<file path="src/design/bmr_cfg.svh">
// Constants of the boot mirror and remap controller: offsets, fields, resets, timing.
// Assumes inclusion by bare name from design files; definitions only.
`ifndef BMR_CFG_SVH
`define BMR_CFG_SVH
// Register word indexes; the byte address is four times the index
`define BMR_CTRL_IDX      10'h08F
`define BMR_STAT_IDX      10'h090
`define BMR_CTRL_RESET    8'h00
// Control register fields
`define BMR_SOFT_RESET_BIT   0
`define BMR_SOFT_REBOOT_BIT  1
`define BMR_REMAP_BIT        2
`define BMR_RSVD_RW_BIT      3
`define BMR_RSVD_RO_BIT      4
`define BMR_BOOT_SKIP_BIT    5
`define BMR_CLK_SEL_LSB      6
// Boot sector layout
`define BMR_BOOT_BYTES    16384
`define BMR_PROT_ADDR     14'h3FFF
`define BMR_PROT_BIT      7
`define BMR_BOOT_TOP      19'h04000
`define BMR_REMAP_TOP     19'h08000
// Timing
`define BMR_CLK_MHZ       20
`define BMR_LOAD_TIME_US  4900
`define BMR_LOAD_CYC      (`BMR_LOAD_TIME_US * `BMR_CLK_MHZ)
`endif

</file>
<file path="src/design/bmr_pkg.sv">
// Types shared by the boot mirror and remap controller.
// Assumes nothing beyond a SystemVerilog compiler.
package bmr_pkg;
  // Loader states, Gray coded along REQ -> WAIT -> DRAIN -> DONE
  typedef enum logic [1:0] {
    BMR_ST_REQ   = 2'b00,
    BMR_ST_WAIT  = 2'b01,
    BMR_ST_DRAIN = 2'b11,
    BMR_ST_DONE  = 2'b10
  } bmr_state_t;
endpackage : bmr_pkg

</file>
<file path="src/design/bmr_boot_mirror.sv">
// Boot sector mirror loader, program address remap, read protection and control register.
// Assumes one 20 MHz clock, an APB master, a flash read port answering with a valid
// strobe, and a program SRAM write port that may stall with its ready.
`timescale 1ns/10ps
`include "bmr_cfg.svh"

// ****************************************************************
// Small FIFO between flash reads and SRAM writes
// ****************************************************************
module bmr_fifo #(
  parameter int WIDTH = 22,
  parameter int DEPTH = 8
) (
  // Clock and control
  input  wire logic             core_clk_in,
  input  wire logic             resetn_in,
  input  wire logic             clk_en_in,
  input  wire logic             flush_in,
  // Fill side
  input  wire logic             in_valid_in,
  output logic                  in_ready_out,
  input  wire logic [WIDTH-1:0] in_data_in,
  // Drain side
  output logic                  out_valid_out,
  input  wire logic             out_ready_in,
  output logic [WIDTH-1:0]      out_data_out
);
  localparam int AW = $clog2(DEPTH);
  initial begin
    if (DEPTH < 2 || (1 << AW) != DEPTH) $error("bmr_fifo: DEPTH must be a power of two");
  end
  logic [WIDTH-1:0] mem_q [DEPTH];
  logic [AW:0]      wr_q, rd_q;
  logic             push, pop;

  // Full when pointers differ only in the wrap bit
  assign in_ready_out  = (wr_q ^ rd_q) != {1'b1, {AW{1'b0}}};
  assign out_valid_out = wr_q != rd_q;
  assign out_data_out  = mem_q[rd_q[AW-1:0]];
  assign push          = in_valid_in & in_ready_out;
  assign pop           = out_valid_out & out_ready_in;

  // Storage
  always_ff @(posedge core_clk_in) begin
    if (clk_en_in && push) begin
      mem_q[wr_q[AW-1:0]] <= in_data_in;
    end
  end

  // Pointers
  always_ff @(posedge core_clk_in) begin
    if (!resetn_in || (clk_en_in && flush_in)) begin
      wr_q <= '0;
      rd_q <= '0;
    end else if (clk_en_in) begin
      if (push) wr_q <= wr_q + 1'b1;
      if (pop)  rd_q <= rd_q + 1'b1;
    end
  end
endmodule : bmr_fifo

// ****************************************************************
// Top level
// ****************************************************************
// Functional notes
// Bit 7 of the boot sector's top byte is the debugger read protection control.
// A 1 in that bit lets the debug port read flash.
// A 0 in that bit blocks debug port reads of flash.
// The protection bit never affects CPU fetches from flash or mirrored SRAM.
// After reset or reboot the lowest 16K flash bytes are copied to SRAM while the CPU is held.
// Program addresses below 16K are served by SRAM with no wait states.
// The CPU may run from SRAM while flash is being rewritten.
// The copy typically takes a few milliseconds; overrun of that budget is reported.
// Writing 1 to control bit 0 resets CPU and peripherals, and the bit self-clears.
// Writing 1 to control bit 1 reboots the chip, redoes the mirror, reloads EEPROM; self-clears.
// With remap set, program addresses 16K to 32K reach flash 0 to 16K.
// With remap set, program addresses below 16K still reach SRAM.
// With remap clear (reset), program addresses 16K to 32K map straight to flash.
// Software writes 0 to control bit 3; bit 4 always reads 0.
// Bit 5 mirrors the EEPROM boot disable pin.
// Bits 7:6 mirror the two clock select strap pins.
// The CPU is released only after the last SRAM byte is written.
module bmr_boot_mirror
  import bmr_pkg::*;
#(
  parameter int FLASH_AW        = 19,
  parameter int FIFO_DEPTH      = 8,
  parameter int LOAD_BUDGET_CYC = `BMR_LOAD_CYC
) (
  // Clock, reset, enable
  input  wire logic                core_clk_in,
  input  wire logic                resetn_in,
  input  wire logic                clk_en_in,
  // APB slave
  input  wire logic                psel_in,
  input  wire logic                penable_in,
  input  wire logic                pwrite_in,
  input  wire logic [11:0]         paddr_in,
  input  wire logic [31:0]         pwdata_in,
  output logic [31:0]              prdata_out,
  output logic                     pready_out,
  output logic                     pslverr_out,
  // Loader flash read port
  output logic                     ldr_flash_rd_out,
  output logic [13:0]              ldr_flash_addr_out,
  input  wire logic                flash_rvalid_in,
  input  wire logic [7:0]          flash_rdata_in,
  // Program SRAM write port
  output logic                     sram_we_out,
  output logic [13:0]              sram_waddr_out,
  output logic [7:0]               sram_wdata_out,
  input  wire logic                sram_ready_in,
  // CPU program address routing
  input  wire logic [FLASH_AW-1:0] cpu_paddr_in,
  output logic                     cpu_sram_sel_out,
  output logic                     cpu_flash_sel_out,
  output logic [FLASH_AW-1:0]      cpu_flash_addr_out,
  // Debug port gate
  input  wire logic                dbg_flash_rd_in,
  output logic                     dbg_flash_rd_ok_out,
  // Resets and reload
  output logic                     cpu_hold_out,
  output logic                     periph_reset_out,
  output logic                     eeprom_reload_out,
  // Strap pins
  input  wire logic [1:0]          clock_strap_pins_in,
  input  wire logic                eeprom_boot_disable_in
);
  initial begin
    if (FLASH_AW < 16) $error("bmr_boot_mirror: FLASH_AW must cover 32K");
    if (FIFO_DEPTH < 2) $error("bmr_boot_mirror: FIFO_DEPTH too small");
    if (LOAD_BUDGET_CYC < 1) $error("bmr_boot_mirror: LOAD_BUDGET_CYC must be positive");
  end

  localparam int CW = $clog2(LOAD_BUDGET_CYC + 1);

  // State and wiring
  bmr_state_t    st_q;
  logic [13:0]   rd_addr_q;
  logic [CW-1:0] ld_cyc_q;
  logic [1:0]    strap_s1_q, strap_s2_q;
  logic [31:0]   prdata_q;
  logic [21:0]   fifo_out_data;
  logic [7:0]    ctrl_val;
  logic          last_req_q, ld_done_q, ld_slow_q, prot_q, remap_q, rsvd3_q;
  logic          soft_rst_q, soft_rbt_q, skip_s1_q, skip_s2_q, pready_q, perr_q;
  logic          fifo_in_valid, fifo_in_ready, fifo_out_valid, sram_fire;
  logic          ctrl_hit, stat_hit, apb_wr, apb_rd, restart;

  // ****************************************************************
  // Address remap
  // ****************************************************************
  // Route one program address: SRAM below 16K, flash above, 16K to 32K folded when remapped
  function automatic logic [FLASH_AW:0] bmr_map(input logic [FLASH_AW-1:0] a,
                                                input logic remap);
    if (a < FLASH_AW'(`BMR_BOOT_TOP)) return {1'b1, a};
    if (remap && a < FLASH_AW'(`BMR_REMAP_TOP))
      return {1'b0, a - FLASH_AW'(`BMR_BOOT_TOP)};
    return {1'b0, a};
  endfunction : bmr_map

  // Fetch routing is purely combinational so SRAM sees no added wait state
  always_comb begin
    logic [FLASH_AW:0] m;
    m = bmr_map(cpu_paddr_in, remap_q);
    cpu_sram_sel_out   = m[FLASH_AW];
    cpu_flash_sel_out  = ~m[FLASH_AW];
    cpu_flash_addr_out = m[FLASH_AW-1:0];
  end

  // Pin synchronisers: two flops each, and only the second is read
  always_ff @(posedge core_clk_in) begin
    if (!resetn_in) begin
      {strap_s1_q, strap_s2_q, skip_s1_q, skip_s2_q} <= 6'h00;
    end else if (clk_en_in) begin
      {strap_s1_q, skip_s1_q} <= {clock_strap_pins_in, eeprom_boot_disable_in};
      {strap_s2_q, skip_s2_q} <= {strap_s1_q, skip_s1_q};
    end
  end

  // ****************************************************************
  // APB slave
  // ****************************************************************
  assign ctrl_hit = paddr_in[1:0] == 2'h0 && paddr_in[11:2] == `BMR_CTRL_IDX;
  assign stat_hit = paddr_in[1:0] == 2'h0 && paddr_in[11:2] == `BMR_STAT_IDX;
  assign apb_wr   = clk_en_in & psel_in & penable_in & pready_q & pwrite_in;
  assign apb_rd   = clk_en_in & psel_in & penable_in & ~pready_q;
  assign restart  = soft_rbt_q;

  // Bit 4 reads 0; self-clearing bits read back while still set
  assign ctrl_val = {strap_s2_q, skip_s2_q, 1'b0, rsvd3_q,
                     remap_q, soft_rbt_q, soft_rst_q};

  // One wait cycle so read data comes from a flop
  always_ff @(posedge core_clk_in) begin
    if (!resetn_in) begin
      pready_q <= 1'b0;
      perr_q   <= 1'b0;
      prdata_q <= 32'h0000_0000;
    end else if (clk_en_in) begin
      pready_q <= apb_rd;
      if (apb_rd) begin
        perr_q   <= ~(ctrl_hit | stat_hit);
        prdata_q <= ctrl_hit ? {24'h00_0000, ctrl_val} :
                    stat_hit ? {28'h000_0000, ld_slow_q, prot_q, ld_done_q, ~ld_done_q} :
                               32'h0000_0000;
      end
    end
  end

  assign pready_out  = pready_q;
  assign pslverr_out = pready_q & perr_q;
  assign prdata_out  = prdata_q;

  // ****************************************************************
  // Control register
  // ****************************************************************
  // A reboot returns the register to its reset value like the rest of the chip
  always_ff @(posedge core_clk_in) begin
    if (!resetn_in) begin
      remap_q    <= 1'(`BMR_CTRL_RESET >> `BMR_REMAP_BIT);
      rsvd3_q    <= 1'b0;
      soft_rst_q <= 1'b0;
      soft_rbt_q <= 1'b0;
    end else if (clk_en_in) begin
      soft_rst_q <= 1'b0;
      soft_rbt_q <= 1'b0;
      if (restart) begin
        remap_q <= 1'b0;
        rsvd3_q <= 1'b0;
      end else if (apb_wr && ctrl_hit && !perr_q) begin
        remap_q    <= pwdata_in[`BMR_REMAP_BIT];
        rsvd3_q    <= pwdata_in[`BMR_RSVD_RW_BIT];
        soft_rst_q <= pwdata_in[`BMR_SOFT_RESET_BIT];
        soft_rbt_q <= pwdata_in[`BMR_SOFT_REBOOT_BIT];
      end
    end
  end

  // Soft reset and reboot both reset peripherals; only reboot reloads EEPROM
  assign periph_reset_out  = soft_rst_q | soft_rbt_q;
  assign eeprom_reload_out = soft_rbt_q;
  assign cpu_hold_out      = ~ld_done_q | soft_rst_q;

  // ****************************************************************
  // Loader sequencer
  // ****************************************************************
  assign ldr_flash_rd_out   = st_q == BMR_ST_REQ && fifo_in_ready;
  assign ldr_flash_addr_out = rd_addr_q;
  assign fifo_in_valid      = st_q == BMR_ST_WAIT && flash_rvalid_in;

  // One read outstanding; a request goes out only when the FIFO has room
  always_ff @(posedge core_clk_in) begin
    if (!resetn_in) begin
      st_q       <= BMR_ST_REQ;
      rd_addr_q  <= 14'h0000;
      last_req_q <= 1'b0;
    end else if (clk_en_in) begin
      if (restart) begin
        st_q       <= BMR_ST_REQ;
        rd_addr_q  <= 14'h0000;
        last_req_q <= 1'b0;
      end else begin
        case (st_q)
          BMR_ST_REQ: begin
            if (fifo_in_ready) begin
              st_q       <= BMR_ST_WAIT;
              last_req_q <= rd_addr_q == 14'(`BMR_BOOT_BYTES - 1);
            end
          end
          BMR_ST_WAIT: begin
            if (flash_rvalid_in) begin
              rd_addr_q <= rd_addr_q + 14'h0001;
              st_q      <= last_req_q ? BMR_ST_DRAIN : BMR_ST_REQ;
            end
          end
          BMR_ST_DRAIN: begin
            if (ld_done_q) begin
              st_q <= BMR_ST_DONE;
            end
          end
          BMR_ST_DONE: st_q <= BMR_ST_DONE;
          default:     st_q <= BMR_ST_REQ;
        endcase
      end
    end
  end

  // Done only once the top byte has actually landed in SRAM
  always_ff @(posedge core_clk_in) begin
    if (!resetn_in) begin
      ld_done_q <= 1'b0;
    end else if (clk_en_in) begin
      if (restart) begin
        ld_done_q <= 1'b0;
      end else if (sram_fire && fifo_out_data[21:8] == `BMR_PROT_ADDR) begin
        ld_done_q <= 1'b1;
      end
    end
  end

  // Budget watch: flags a copy slower than the typical figure, never stops it
  always_ff @(posedge core_clk_in) begin
    if (!resetn_in) begin
      ld_cyc_q  <= '0;
      ld_slow_q <= 1'b0;
    end else if (clk_en_in) begin
      if (restart) begin
        ld_cyc_q  <= '0;
        ld_slow_q <= 1'b0;
      end else if (!ld_done_q) begin
        if (ld_cyc_q == CW'(LOAD_BUDGET_CYC)) begin
          ld_slow_q <= 1'b1;
        end else begin
          ld_cyc_q <= ld_cyc_q + 1'b1;
        end
      end
    end
  end

  // ****************************************************************
  // Data path into SRAM
  // ****************************************************************
  bmr_fifo #(
    .WIDTH (22),
    .DEPTH (FIFO_DEPTH)
  ) u_fifo (
    .core_clk_in   (core_clk_in),
    .resetn_in     (resetn_in),
    .clk_en_in     (clk_en_in),
    .flush_in      (restart),
    .in_valid_in   (fifo_in_valid),
    .in_ready_out  (fifo_in_ready),
    .in_data_in    ({rd_addr_q, flash_rdata_in}),
    .out_valid_out (fifo_out_valid),
    .out_ready_in  (sram_ready_in),
    .out_data_out  (fifo_out_data)
  );

  assign sram_we_out    = fifo_out_valid & ~restart;
  assign sram_waddr_out = fifo_out_data[21:8];
  assign sram_wdata_out = fifo_out_data[7:0];
  assign sram_fire      = sram_we_out & sram_ready_in;

  // ****************************************************************
  // Read protection
  // ****************************************************************
  // Blocked until the boot sector top byte has been seen; cleared on reboot
  always_ff @(posedge core_clk_in) begin
    if (!resetn_in) begin
      prot_q <= 1'b0;
    end else if (clk_en_in) begin
      if (restart) begin
        prot_q <= 1'b0;
      end else if (sram_fire && fifo_out_data[21:8] == `BMR_PROT_ADDR) begin
        prot_q <= fifo_out_data[`BMR_PROT_BIT];
      end
    end
  end

  // Gates only the debugger; CPU routing above never looks at it
  assign dbg_flash_rd_ok_out = dbg_flash_rd_in & prot_q;
endmodule : bmr_boot_mirror

</file>
<file path="config.mk">
export PLATFORM = sky130hd
export DESIGN_NAME = bmr_boot_mirror
export DESIGN_NICKNAME = d
export VERILOG_FILES = /design/src/design/bmr_pkg.sv /design/src/design/bmr_boot_mirror.sv
export VERILOG_INCLUDE_DIRS = /design/src /design/src/design
export SDC_FILE = /design/constraint.sdc
export NUM_CORES = 1
export LEC_CHECK = 0
export ABC_AREA = 1
export BUFFER_PORTS_ARGS = -buffer_cell sky130_fd_sc_hd__buf_2
export CAP_MARGIN = 20
export CORE_UTILIZATION = 40
export DETAILED_ROUTE_END_ITERATION = 6
export HOLD_SLACK_MARGIN = 0.08
export PLACE_DENSITY = 0.66
export SYNTH_ARGS = -nofsm -noshare
export SYNTH_HDL_FRONTEND = slang
export SYNTH_SLANG_ARGS = --single-unit
</file>
<file path="constraint.sdc">
create_clock -name core_clk_in -period 5.6 [get_ports core_clk_in]
set_clock_uncertainty 0.05 [all_clocks]
set_input_delay 0.84 -clock core_clk_in [delete_from_list [all_inputs] [get_ports core_clk_in]]
set_output_delay 0.84 -clock core_clk_in [all_outputs]
set_load 0.05 [all_outputs]
</file>
==> results.sh, run 1 <==
export IMPL_antenna_found_initial=1
export IMPL_wl_met3_um=1661
export IMPL_nNetsFinal=1369
export IMPL_ys_flop_type="edfxtp_1"
export IMPL_path_cells="buf_4 > inv_8 > nor2_1 > o21ai_0 > a21oi_1 > a31oi_1 > buf_2"
export IMPL_setup_worst_path_end_class="output pin"
export IMPL_fin_crit_sh_pct=68.15
export IMPL_drive_gt1_share_pct=13.66
export IMPL_synth_area_leader_cell="edfxtp_1"
export IMPL_cts_buffers=26
export IMPL_area_growth_pct=11.89
export IMPL_synth_top_area_share_pct=47.70
export IMPL_grt_pass1_vias=7232
export IMPL_port_buffers=98
export IMPL_die_area_sq_mm=0.02837
export IMPL_ir_drop_mv=0.1674
export IMPL_viasPerCell=4.894
export IMPL_slew_viol_final=0
export IMPL_yosys_top_cells_area="edfxtp_1 48%, dfxtp_1 12%, nand2_1 9.6%"
export IMPL_setup_violations=0
export IMPL_drtAntennaViolNets=0
export IMPL_worstSetupPathType="flop to output pin"
export IMPL_routed_wl_um=23960
export IMPL_cts_sinks=243
export IMPL_critical_path_slowest_cell="a31oi_1"
export IMPL_post_cts_buffers=0
export IMPL_synth_cell_types=39
export IMPL_syn_mean_instance_area_sq_um=9.226
export IMPL_stdcell_count=1637
export IMPL_place_inst=1593
export IMPL_dr_pass1_iters=5
export IMPL_synth_commonest_cells="282 x nand2_1, 176 x edfxtp_1, 162 x inv_1"
export IMPL_max_cap_viol_count=0
export IMPL_die_h_um=168.4
export IMPL_max_stage_delay_ps=560
export IMPL_cts_resized=0
export IMPL_core_area_sq_mm=0.02703
export IMPL_insertion_delay_ps=530
export IMPL_maxSlewHeadroom_pct=39.14
export IMPL_netlist_area_sq_mm=0.01108
export IMPL_grt_overflow=0
export IMPL_met2_length_um=11150
export IMPL_start_util_pct=41.00
export IMPL_postSynthCellCount=1201
export IMPL_topRoutingLayerUsed="met4"
export IMPL_arrival_ps=2930
export IMPL_critPathRequiredTime_ps=4710
export IMPL_async_flop_share_pct=0
export IMPL_num_antenna_cells=0
export IMPL_drc=0
export IMPL_cp_start_kind="flop"
export IMPL_track_usage_pct=16.87
export IMPL_yosysMostFrequentCell="nand2_1"
export IMPL_top_level_ports=180
export IMPL_period_needed_ps=3816
export IMPL_synth_edf_count=176
export IMPL_grt_pass1_wl_um=37740
export IMPL_drt_iter0_drc=620
export IMPL_ys_ff_latch=243
export IMPL_cp_top_family="buffers and inverters"
export IMPL_grt_start_max_net_pins=89
export IMPL_power_leakage_nw=5.206
export IMPL_die_w_um=168.4
export IMPL_cp_max_fo=88
export IMPL_rsz0062_at_grt="false"
export IMPL_p_per_area_mw_per_mm2=305.9
export IMPL_route_vias_total=8011
export IMPL_rows=60
export IMPL_clockBufferDepth=3
export IMPL_clk_pin_slew_worst_paths_ps=60
export IMPL_fmax_ghz=0.2620
export IMPL_avgRoutedWirePerCell_um=14.63
export IMPL_cts_hold_buf=0
export IMPL_htreeDepth=1
export IMPL_gp_congestion=0.8086
export IMPL_tightest_slew_ps=913.0
export IMPL_finalHoldViolCount=0
export IMPL_status="completed"
export IMPL_finalSetupTns_ps=0
export IMPL_wl_met1_um=10670
export IMPL_ys_seq_area_share_pct=59.80
export IMPL_clock_root_buffer="clkbuf_16"
export IMPL_critical_path_buf_inv_count=3
export IMPL_dp_hpwl_um=14580
export IMPL_min_path_type="flop to flop"
export IMPL_ys_warn_count=0
export IMPL_cts_tree="yes"
## worst reg2reg max path, cell delays in order, from the launching register on
cell	delay [ps]
dfxtp_1	470
nand2_1	380
nand2_1	440
inv_1	540
o21ai_0	230
a21oi_1	320
## state kept, by name (all words and copies together) (netlist names), 2 cells and up, named ones only
| signal | cells |
|---|---|
| strap_s2_q | 2 |
| st_q | 2 |
| u_fifo.rd_q | 4 |
| strap_s1_q | 2 |
| ld_cyc_q | 17 |
| u_fifo.mem_q | 176 |
| ldr_flash_addr_out | 14 |
| prdata_out | 7 |
| u_fifo.wr_q | 4 |
## through the flow
stage                     instance area [sq um]  total power, W  utilization, %  hold WS (ps)  setup WS [ps]
final                                     12400        0.003793           45.88         411.6           1784
after global routing                      12400        0.003917           45.88         432.1           1635
after CTS                                 12400        0.003823           45.88         413.5           1763
after detailed placement                  11640        0.002299           43.07         405.3           2343
after global placement                    11640        0.002295           43.07         401.7           2335
after floorplan                           11170        0.002267               -         384.5           2182
## logic make-up (layout without fill, tap and decap cells)
family	after synthesis	after routing	share of synthesized area, %
buf+inv	250	321	10.86
compound gates	141	141	6.877
flops	243	243	59.80
fa+ha+maj	6	6	0.6775
simple gates	553	553	21.19
xor+xnor	7	7	0.5533
other cells	1	25	0.03384
## final timing paths
check                         start                 to  slack (ps)  depth (start not counted)
setup / recovery               flop  sram_wdata_out[7]        1780                          7
hold reg to reg             remap_q            remap_q         410                          2
setup reg to reg  eeprom_reload_out               flop        3060                          5
hold / removal              remap_q            remap_q         410                          2
## placed cells by master, fill, tap and decap left out, types with 3 or more instances in the layout
master	instances
o211ai_1	3
buf_2	98
inv_8	3
o21ai_0	59
clkbuf_1	6
xor2_1	7
buf_4	12
inv_2	3
conb_1	25
nand3_1	89
dfxtp_1	66
nand4_1	8
a21oi_1	50
nor3_1	21
a211oi_1	3
edfxtp_1	176
inv_1	162
a31oi_1	11
nor2_1	117
clkinv_1	5
nor4_1	4
nor2_2	8
o22ai_1	7
nand2_1	282
clkbuf_16	26
clkinv_2	3
nor2_4	4
o21a_1	3
ha_1	6
nand2_2	8
## final cells by class
cell class | count | area [sq um]
well taps | 341 | 426.7
fillers | 2516 | 14630
clock inverters | 12 | 85.08
flip-flops and latches | 243 | 6628
multi-input cells | 732 | 3371
clock buffers | 32 | 673.1
inverters | 167 | 634.4
repair buffers | 110 | 580.6
## where the power goes
part	leakage (nW)	internal [W]	switching, W
clock network	0.369	0.000857	0.000677
logic	2.69	0.0000715	0.000247
registers	2.15	0.00193	0.0000120
total	5.21	0.00286	0.000936
## metal layers
metal,vias up,global-route usage [%]
met5,-,0
met4,0,4.783
met2,261,28.50
met3,31,2.915
li1,4034,-
met1,3685,22.24
(Power assumes the default switching activity.)
==> inputs of run 2 (changes only) <==
Settings changed: PLACE_DENSITY 0.66 to 0.68.
Clock period 5.6 ns to 3.3 ns, I/O delays scaled along.
==> run 2 against run 1 <==
Net effect:
- cell count up 0.92%
- wire length up 1.9%
- die area unchanged
- first-iteration DRC count down 2.7%
- core utilization up 1.2 points
- clock power up 110%
- worst hold slack worse by 260 ps
- combinational power up 74%
==> results.sh, run 2 (same netlist as run 1, synthesis figures left out) <==
export IMPL_rsz0062_at_grt="false"
export IMPL_grt_pass1_vias=7839
export IMPL_route_vias_total=8143
export IMPL_grt_pass1_wl_um=39430
export IMPL_most_common_layout_cells="282 x nand2_1, 176 x edfxtp_1, 162 x inv_1"
export IMPL_start_util_pct=41.00
export IMPL_rows=60
export IMPL_post_cts_buffers=0
export IMPL_min_path_type="input pin to flop"
export IMPL_dr_pass1_iters=5
export IMPL_viasPerCell=4.929
export IMPL_top_level_ports=180
export IMPL_finalSetupTns_ps=0
export IMPL_setup_violations=0
export IMPL_status="completed"
export IMPL_max_cap_viol_count=0
export IMPL_place_inst=1602
export IMPL_largest_reg_flops=176
export IMPL_wl_met1_um=10700
export IMPL_nNetsFinal=1379
export IMPL_critPathRequiredTime_ps=2750
export IMPL_num_antenna_cells=0
export IMPL_cp_max_fo=14
export IMPL_drt_iter0_drc=603
export IMPL_slew_viol_final=0
export IMPL_power_leakage_nw=5.379
export IMPL_antenna_found_initial=0
export IMPL_worstSetupPathType="flop to output pin"
export IMPL_p_per_area_mw_per_mm2=556.3
export IMPL_die_h_um=168.4
export IMPL_cts_resized=0
export IMPL_routed_wl_um=24420
export IMPL_fin_crit_sh_pct=86.72
export IMPL_clockBufferDepth=3
export IMPL_topRoutingLayerUsed="met4"
export IMPL_core_area_sq_mm=0.02703
export IMPL_fmax_ghz=0.3494
export IMPL_dp_hpwl_um=15210
export IMPL_grt_overflow=0
export IMPL_drc=0
export IMPL_track_usage_pct=17.38
export IMPL_stdcell_count=1652
export IMPL_maxSlewHeadroom_pct=54.75
export IMPL_avgRoutedWirePerCell_um=14.78
export IMPL_drive_gt1_share_pct=14.95
export IMPL_insertion_delay_ps=530
export IMPL_die_w_um=168.4
export IMPL_die_area_sq_mm=0.02837
export IMPL_clock_root_buffer="clkbuf_16"
export IMPL_area_growth_pct=14.87
export IMPL_cts_sinks=243
export IMPL_cp_start_kind="flop"
export IMPL_drtAntennaViolNets=0
export IMPL_met2_length_um=11460
export IMPL_finalHoldViolCount=0
export IMPL_period_needed_ps=2862
export IMPL_wl_met3_um=1787
export IMPL_port_buffers=98
export IMPL_cts_tree="yes"
export IMPL_clk_pin_slew_worst_paths_ps=60
export IMPL_grt_start_max_net_pins=89
export IMPL_cts_buffers=27
export IMPL_cts_hold_buf=0
export IMPL_gp_congestion=0.7819
export IMPL_htreeDepth=1
export IMPL_arrival_ps=2320
export IMPL_ir_drop_mv=0.3302
export IMPL_setup_worst_path_end_class="output pin"
export IMPL_tightest_slew_ps=678.0
export IMPL_final_common_cell="nand2_1"
-- run 2: cell types whose count changed in the layout (fill, tap and decap cells not counted), moves of 2 or more --
cell / delta
clkbuf_1: -3
clkbuf_8: +4
bufinv_16: +5
clkbuf_16: +2
buf_12: +4
buf_4: +5
-- run 2: critical path, cell delays in order, from the launching register on --
cell     delay, ps
dfxtp_1        630
buf_4          270
buf_4          240
nand3_1        110
nand3_1         90
nand2_1        120
inv_1           70
buf_2          250
-- run 2: metal layers --
layer | vias to the layer above | track usage (%)
met5 | - | 0
met4 | 0 | 4.901
met3 | 37 | 3.150
met2 | 271 | 29.42
met1 | 3776 | 22.78
li1 | 4059 | -
-- run 2: stage by stage --
step / power, W / hold WS, ps / setup WS, ps / instance area (sq um) / util, %
finish: 0.007081 / 152.5 / 438.3 / 12730 / 47.10
global route: 0.007316 / 154.1 / 285.8 / 12730 / 47.10
CTS: 0.007135 / 135.3 / 376.9 / 12730 / 47.10
detailed placement: 0.003914 / 414.9 / 912.2 / 11750 / 43.49
global placement: 0.003908 / 401.3 / 936.1 / 11750 / 43.49
floorplan: 0.003847 / 384.5 / 227.1 / 11170 / -
-- run 2: cell type report --
class,count,area (sq um)
Clock buffer,35,767.0
Sequential cell,243,6628
Timing Repair Buffer,119,698.2
Multi-Input combinational cell,732,3366
Fill cell,2482,14300
Inverter,167,634.4
Clock inverter,15,209.0
Tap cell,341,426.7
-- run 2: where the power goes --
| group | internal (W) | switching [W] | leakage, nW | total [W] |
|---|---|---|---|---|
| combinational | 0.000131 | 0.000423 | 2.75 | 0.000554 |
| clock | 0.00203 | 0.00120 | 0.479 | 0.00323 |
| sequential | 0.00327 | 0.0000218 | 2.15 | 0.00329 |
| total | 0.00543 | 0.00165 | 5.38 | 0.00708 |
-- run 2: worst paths after layout --
path,startpoint,to,slack (ps),depth (start not counted)
hold reg to reg,ld_cyc_q[6],ld_cyc_q[7],420,2
hold / removal,clock_strap_pins_in[0],strap_s1_q[0],150,3
setup / recovery,flop,sram_waddr_out[6],440,7
setup reg to reg,flop,ld_done_q,940,11
==> inputs of run 3 (changes only) <==
Settings changed: PLACE_DENSITY 0.68 to 0.66.
Clock period 3.3 ns to 3.6 ns, I/O delays scaled along.
==> run 3 against run 2 <==
Net effect:
- cell count down 0.24%
- highest routed layer unchanged
- critical path depth increased by 1
- clock power down 16%
- first-iteration DRC count up 1.5%
- sequential share of layout area is 0.61 points higher
- largest power group unchanged
- die area is the same
- via count shrank 0.58%
- core utilization shrank 0.55 points
- worst hold slack better by 50 ps
- critical path type unchanged
- sequential cell count stayed put
==> results.sh, run 3 (same netlist as run 1, synthesis figures left out) <==
export IMPL_status="completed"
export IMPL_path_cells="buf_4 > nand2_1 > nand2_1 > nand2_1 > nand3_1 > nand2_1 > inv_1 > buf_2"
export IMPL_clock_root_buffer="clkbuf_16"
export IMPL_area_growth_pct=13.54
export IMPL_cp_max_fo=48
export IMPL_drive_gt1_share_pct=14.69
export IMPL_reg2reg_slack_ps=1050
export IMPL_place_inst=1600
export IMPL_max_cap_viol_count=0
export IMPL_die_area_sq_mm=0.02837
export IMPL_cp_top_family="buffers and inverters"
export IMPL_dr_pass1_iters=5
export IMPL_n_fill_cell=2474
export IMPL_worstHoldPathCells=3
export IMPL_grt_start_max_net_pins=89
export IMPL_viasPerCell=4.913
export IMPL_drtAntennaViolNets=0
export IMPL_drt_iter0_drc=612
export IMPL_fin_crit_sh_pct=86.01
export IMPL_routed_wl_um=24390
export IMPL_finalHoldViolCount=0
export IMPL_cts_buffers=26
export IMPL_grt_overflow=0
export IMPL_finalSetupTns_ps=0
export IMPL_route_vias_total=8096
export IMPL_grt_pass1_vias=7428
export IMPL_critical_path_slowest_cell="dfxtp_2"
export IMPL_grt_pass1_wl_um=38830
export IMPL_die_h_um=168.4
export IMPL_critical_path_buf_inv_count=3
export IMPL_maxSlewHeadroom_pct=53.46
export IMPL_setup_violations=0
export IMPL_fmax_ghz=0.3230
export IMPL_htreeDepth=1
export IMPL_start_util_pct=41.00
export IMPL_cp_start_kind="flop"
export IMPL_cts_resized=0
export IMPL_die_w_um=168.4
export IMPL_max_stage_delay_ps=630
export IMPL_cts_hold_buf=0
export IMPL_critPathRequiredTime_ps=3010
export IMPL_drc=0
export IMPL_slew_viol_final=0
export IMPL_avgRoutedWirePerCell_um=14.80
export IMPL_power_leakage_nw=5.315
export IMPL_port_buffers=98
export IMPL_tightest_slew_ps=697.3
export IMPL_gp_congestion=0.8278
export IMPL_rsz0062_at_grt="false"
export IMPL_post_cts_buffers=0
export IMPL_core_area_sq_mm=0.02703
export IMPL_r2r_cells=12
export IMPL_insertion_delay_ps=520
export IMPL_final_common_cell="nand2_1"
export IMPL_min_from="eeprom_boot_disable_in"
export IMPL_track_usage_pct=17.27
export IMPL_arrival_ps=2510
export IMPL_setup_worst_path_end_class="output pin"
export IMPL_holdPathEnd="skip_s1_q"
export IMPL_num_antenna_cells=0
export IMPL_r2r_end="ld_done_q"
export IMPL_placed_cell_area_sq_mm=0.01170
export IMPL_clockBufferDepth=3
export IMPL_fin_area_sq_mm=0.01258
export IMPL_nNetsFinal=1376
export IMPL_clk_pin_slew_worst_paths_ps=60
export IMPL_top_level_ports=180
export IMPL_largest_reg_flops=176
export IMPL_ir_drop_mv=0.3403
export IMPL_worst_path_most_repeated_cell="nand2_1"
export IMPL_rows=60
export IMPL_cts_tree="yes"
export IMPL_p_per_area_mw_per_mm2=495.8
export IMPL_worstSetupPathType="flop to output pin"
export IMPL_period_needed_ps=3096
export IMPL_power_w=0.006237
export IMPL_min_path_type="input pin to flop"
export IMPL_stdcell_count=1648
export IMPL_most_common_layout_cells="282 x nand2_1, 176 x edfxtp_1, 162 x inv_1"
export IMPL_antenna_found_initial=0
export IMPL_dp_hpwl_um=14860
export IMPL_cts_sinks=243
run 3: per-stage QoR:
stage / hold WS, ps / util, % / setup WS (ps)
floorplan: 384.5 / - / 482.1
global placement: 401.2 / 43.29 / 1040
CTS: 182.4 / 46.55 / 472.2
detailed placement: 409.0 / 43.29 / 1024
finish: 203.0 / 46.55 / 503.6
global route: 196.7 / 46.55 / 330.8
run 3: power breakdown:
group | leakage (nW) | total [W] | internal (W) | switching, W
sequential | 2.15 | 0.00302 | 0.00300 | 0.0000207
combinational | 2.72 | 0.000503 | 0.000116 | 0.000387
clock | 0.441 | 0.00271 | 0.00165 | 0.00107
run 3: worst max-delay path by stage:
stage / to / start / depth (start not counted)
after floorplan: u_fifo.mem_q[0][0] / flash_rvalid_in / 8
after global placement: sram_waddr_out[1] / flop / 8
after detailed placement: sram_waddr_out[6] / flop / 8
after CTS: sram_waddr_out[6] / flop / 8
after global routing: sram_waddr_out[7] / flop / 8
final: sram_waddr_out[1] / flop / 8
run 3: layer usage:
| metal | track usage (%) | wire length (um) |
|---|---|---|
| met1 | 23.20 | 11000 |
| met2 | 28.29 | 11310 |
| met3 | 3.714 | 1733 |
| met4 | 4.506 | 344 |
| met5 | 0 | 0 |
run 3: cell type report:
| class | count | area (sq um) | area share (%) |
|---|---|---|---|
| Clock buffer | 35 | 735.7 | 5.848 |
| Multi-Input combinational cell | 732 | 3366 | 26.75 |
| Inverter | 167 | 634.4 | 5.042 |
| Tap cell | 341 | 426.7 | 3.391 |
| Sequential cell | 243 | 6628 | 52.68 |
| Timing Repair Buffer | 117 | 645.6 | 5.132 |
| Clock inverter | 13 | 145.1 | 1.154 |
run 3: worst register-to-register path: stages, from the launching register on:
cell and delay, ps:
dfxtp_2 630, buf_4 560, nand2_1 130, nand2_1 90, nand2_1 40, nand3_1 70, nand2_1 130, nor2_1 130
nand2_1 110, nor2_2 210, nand2_1 110, nand3_1 80, a21oi_1 70
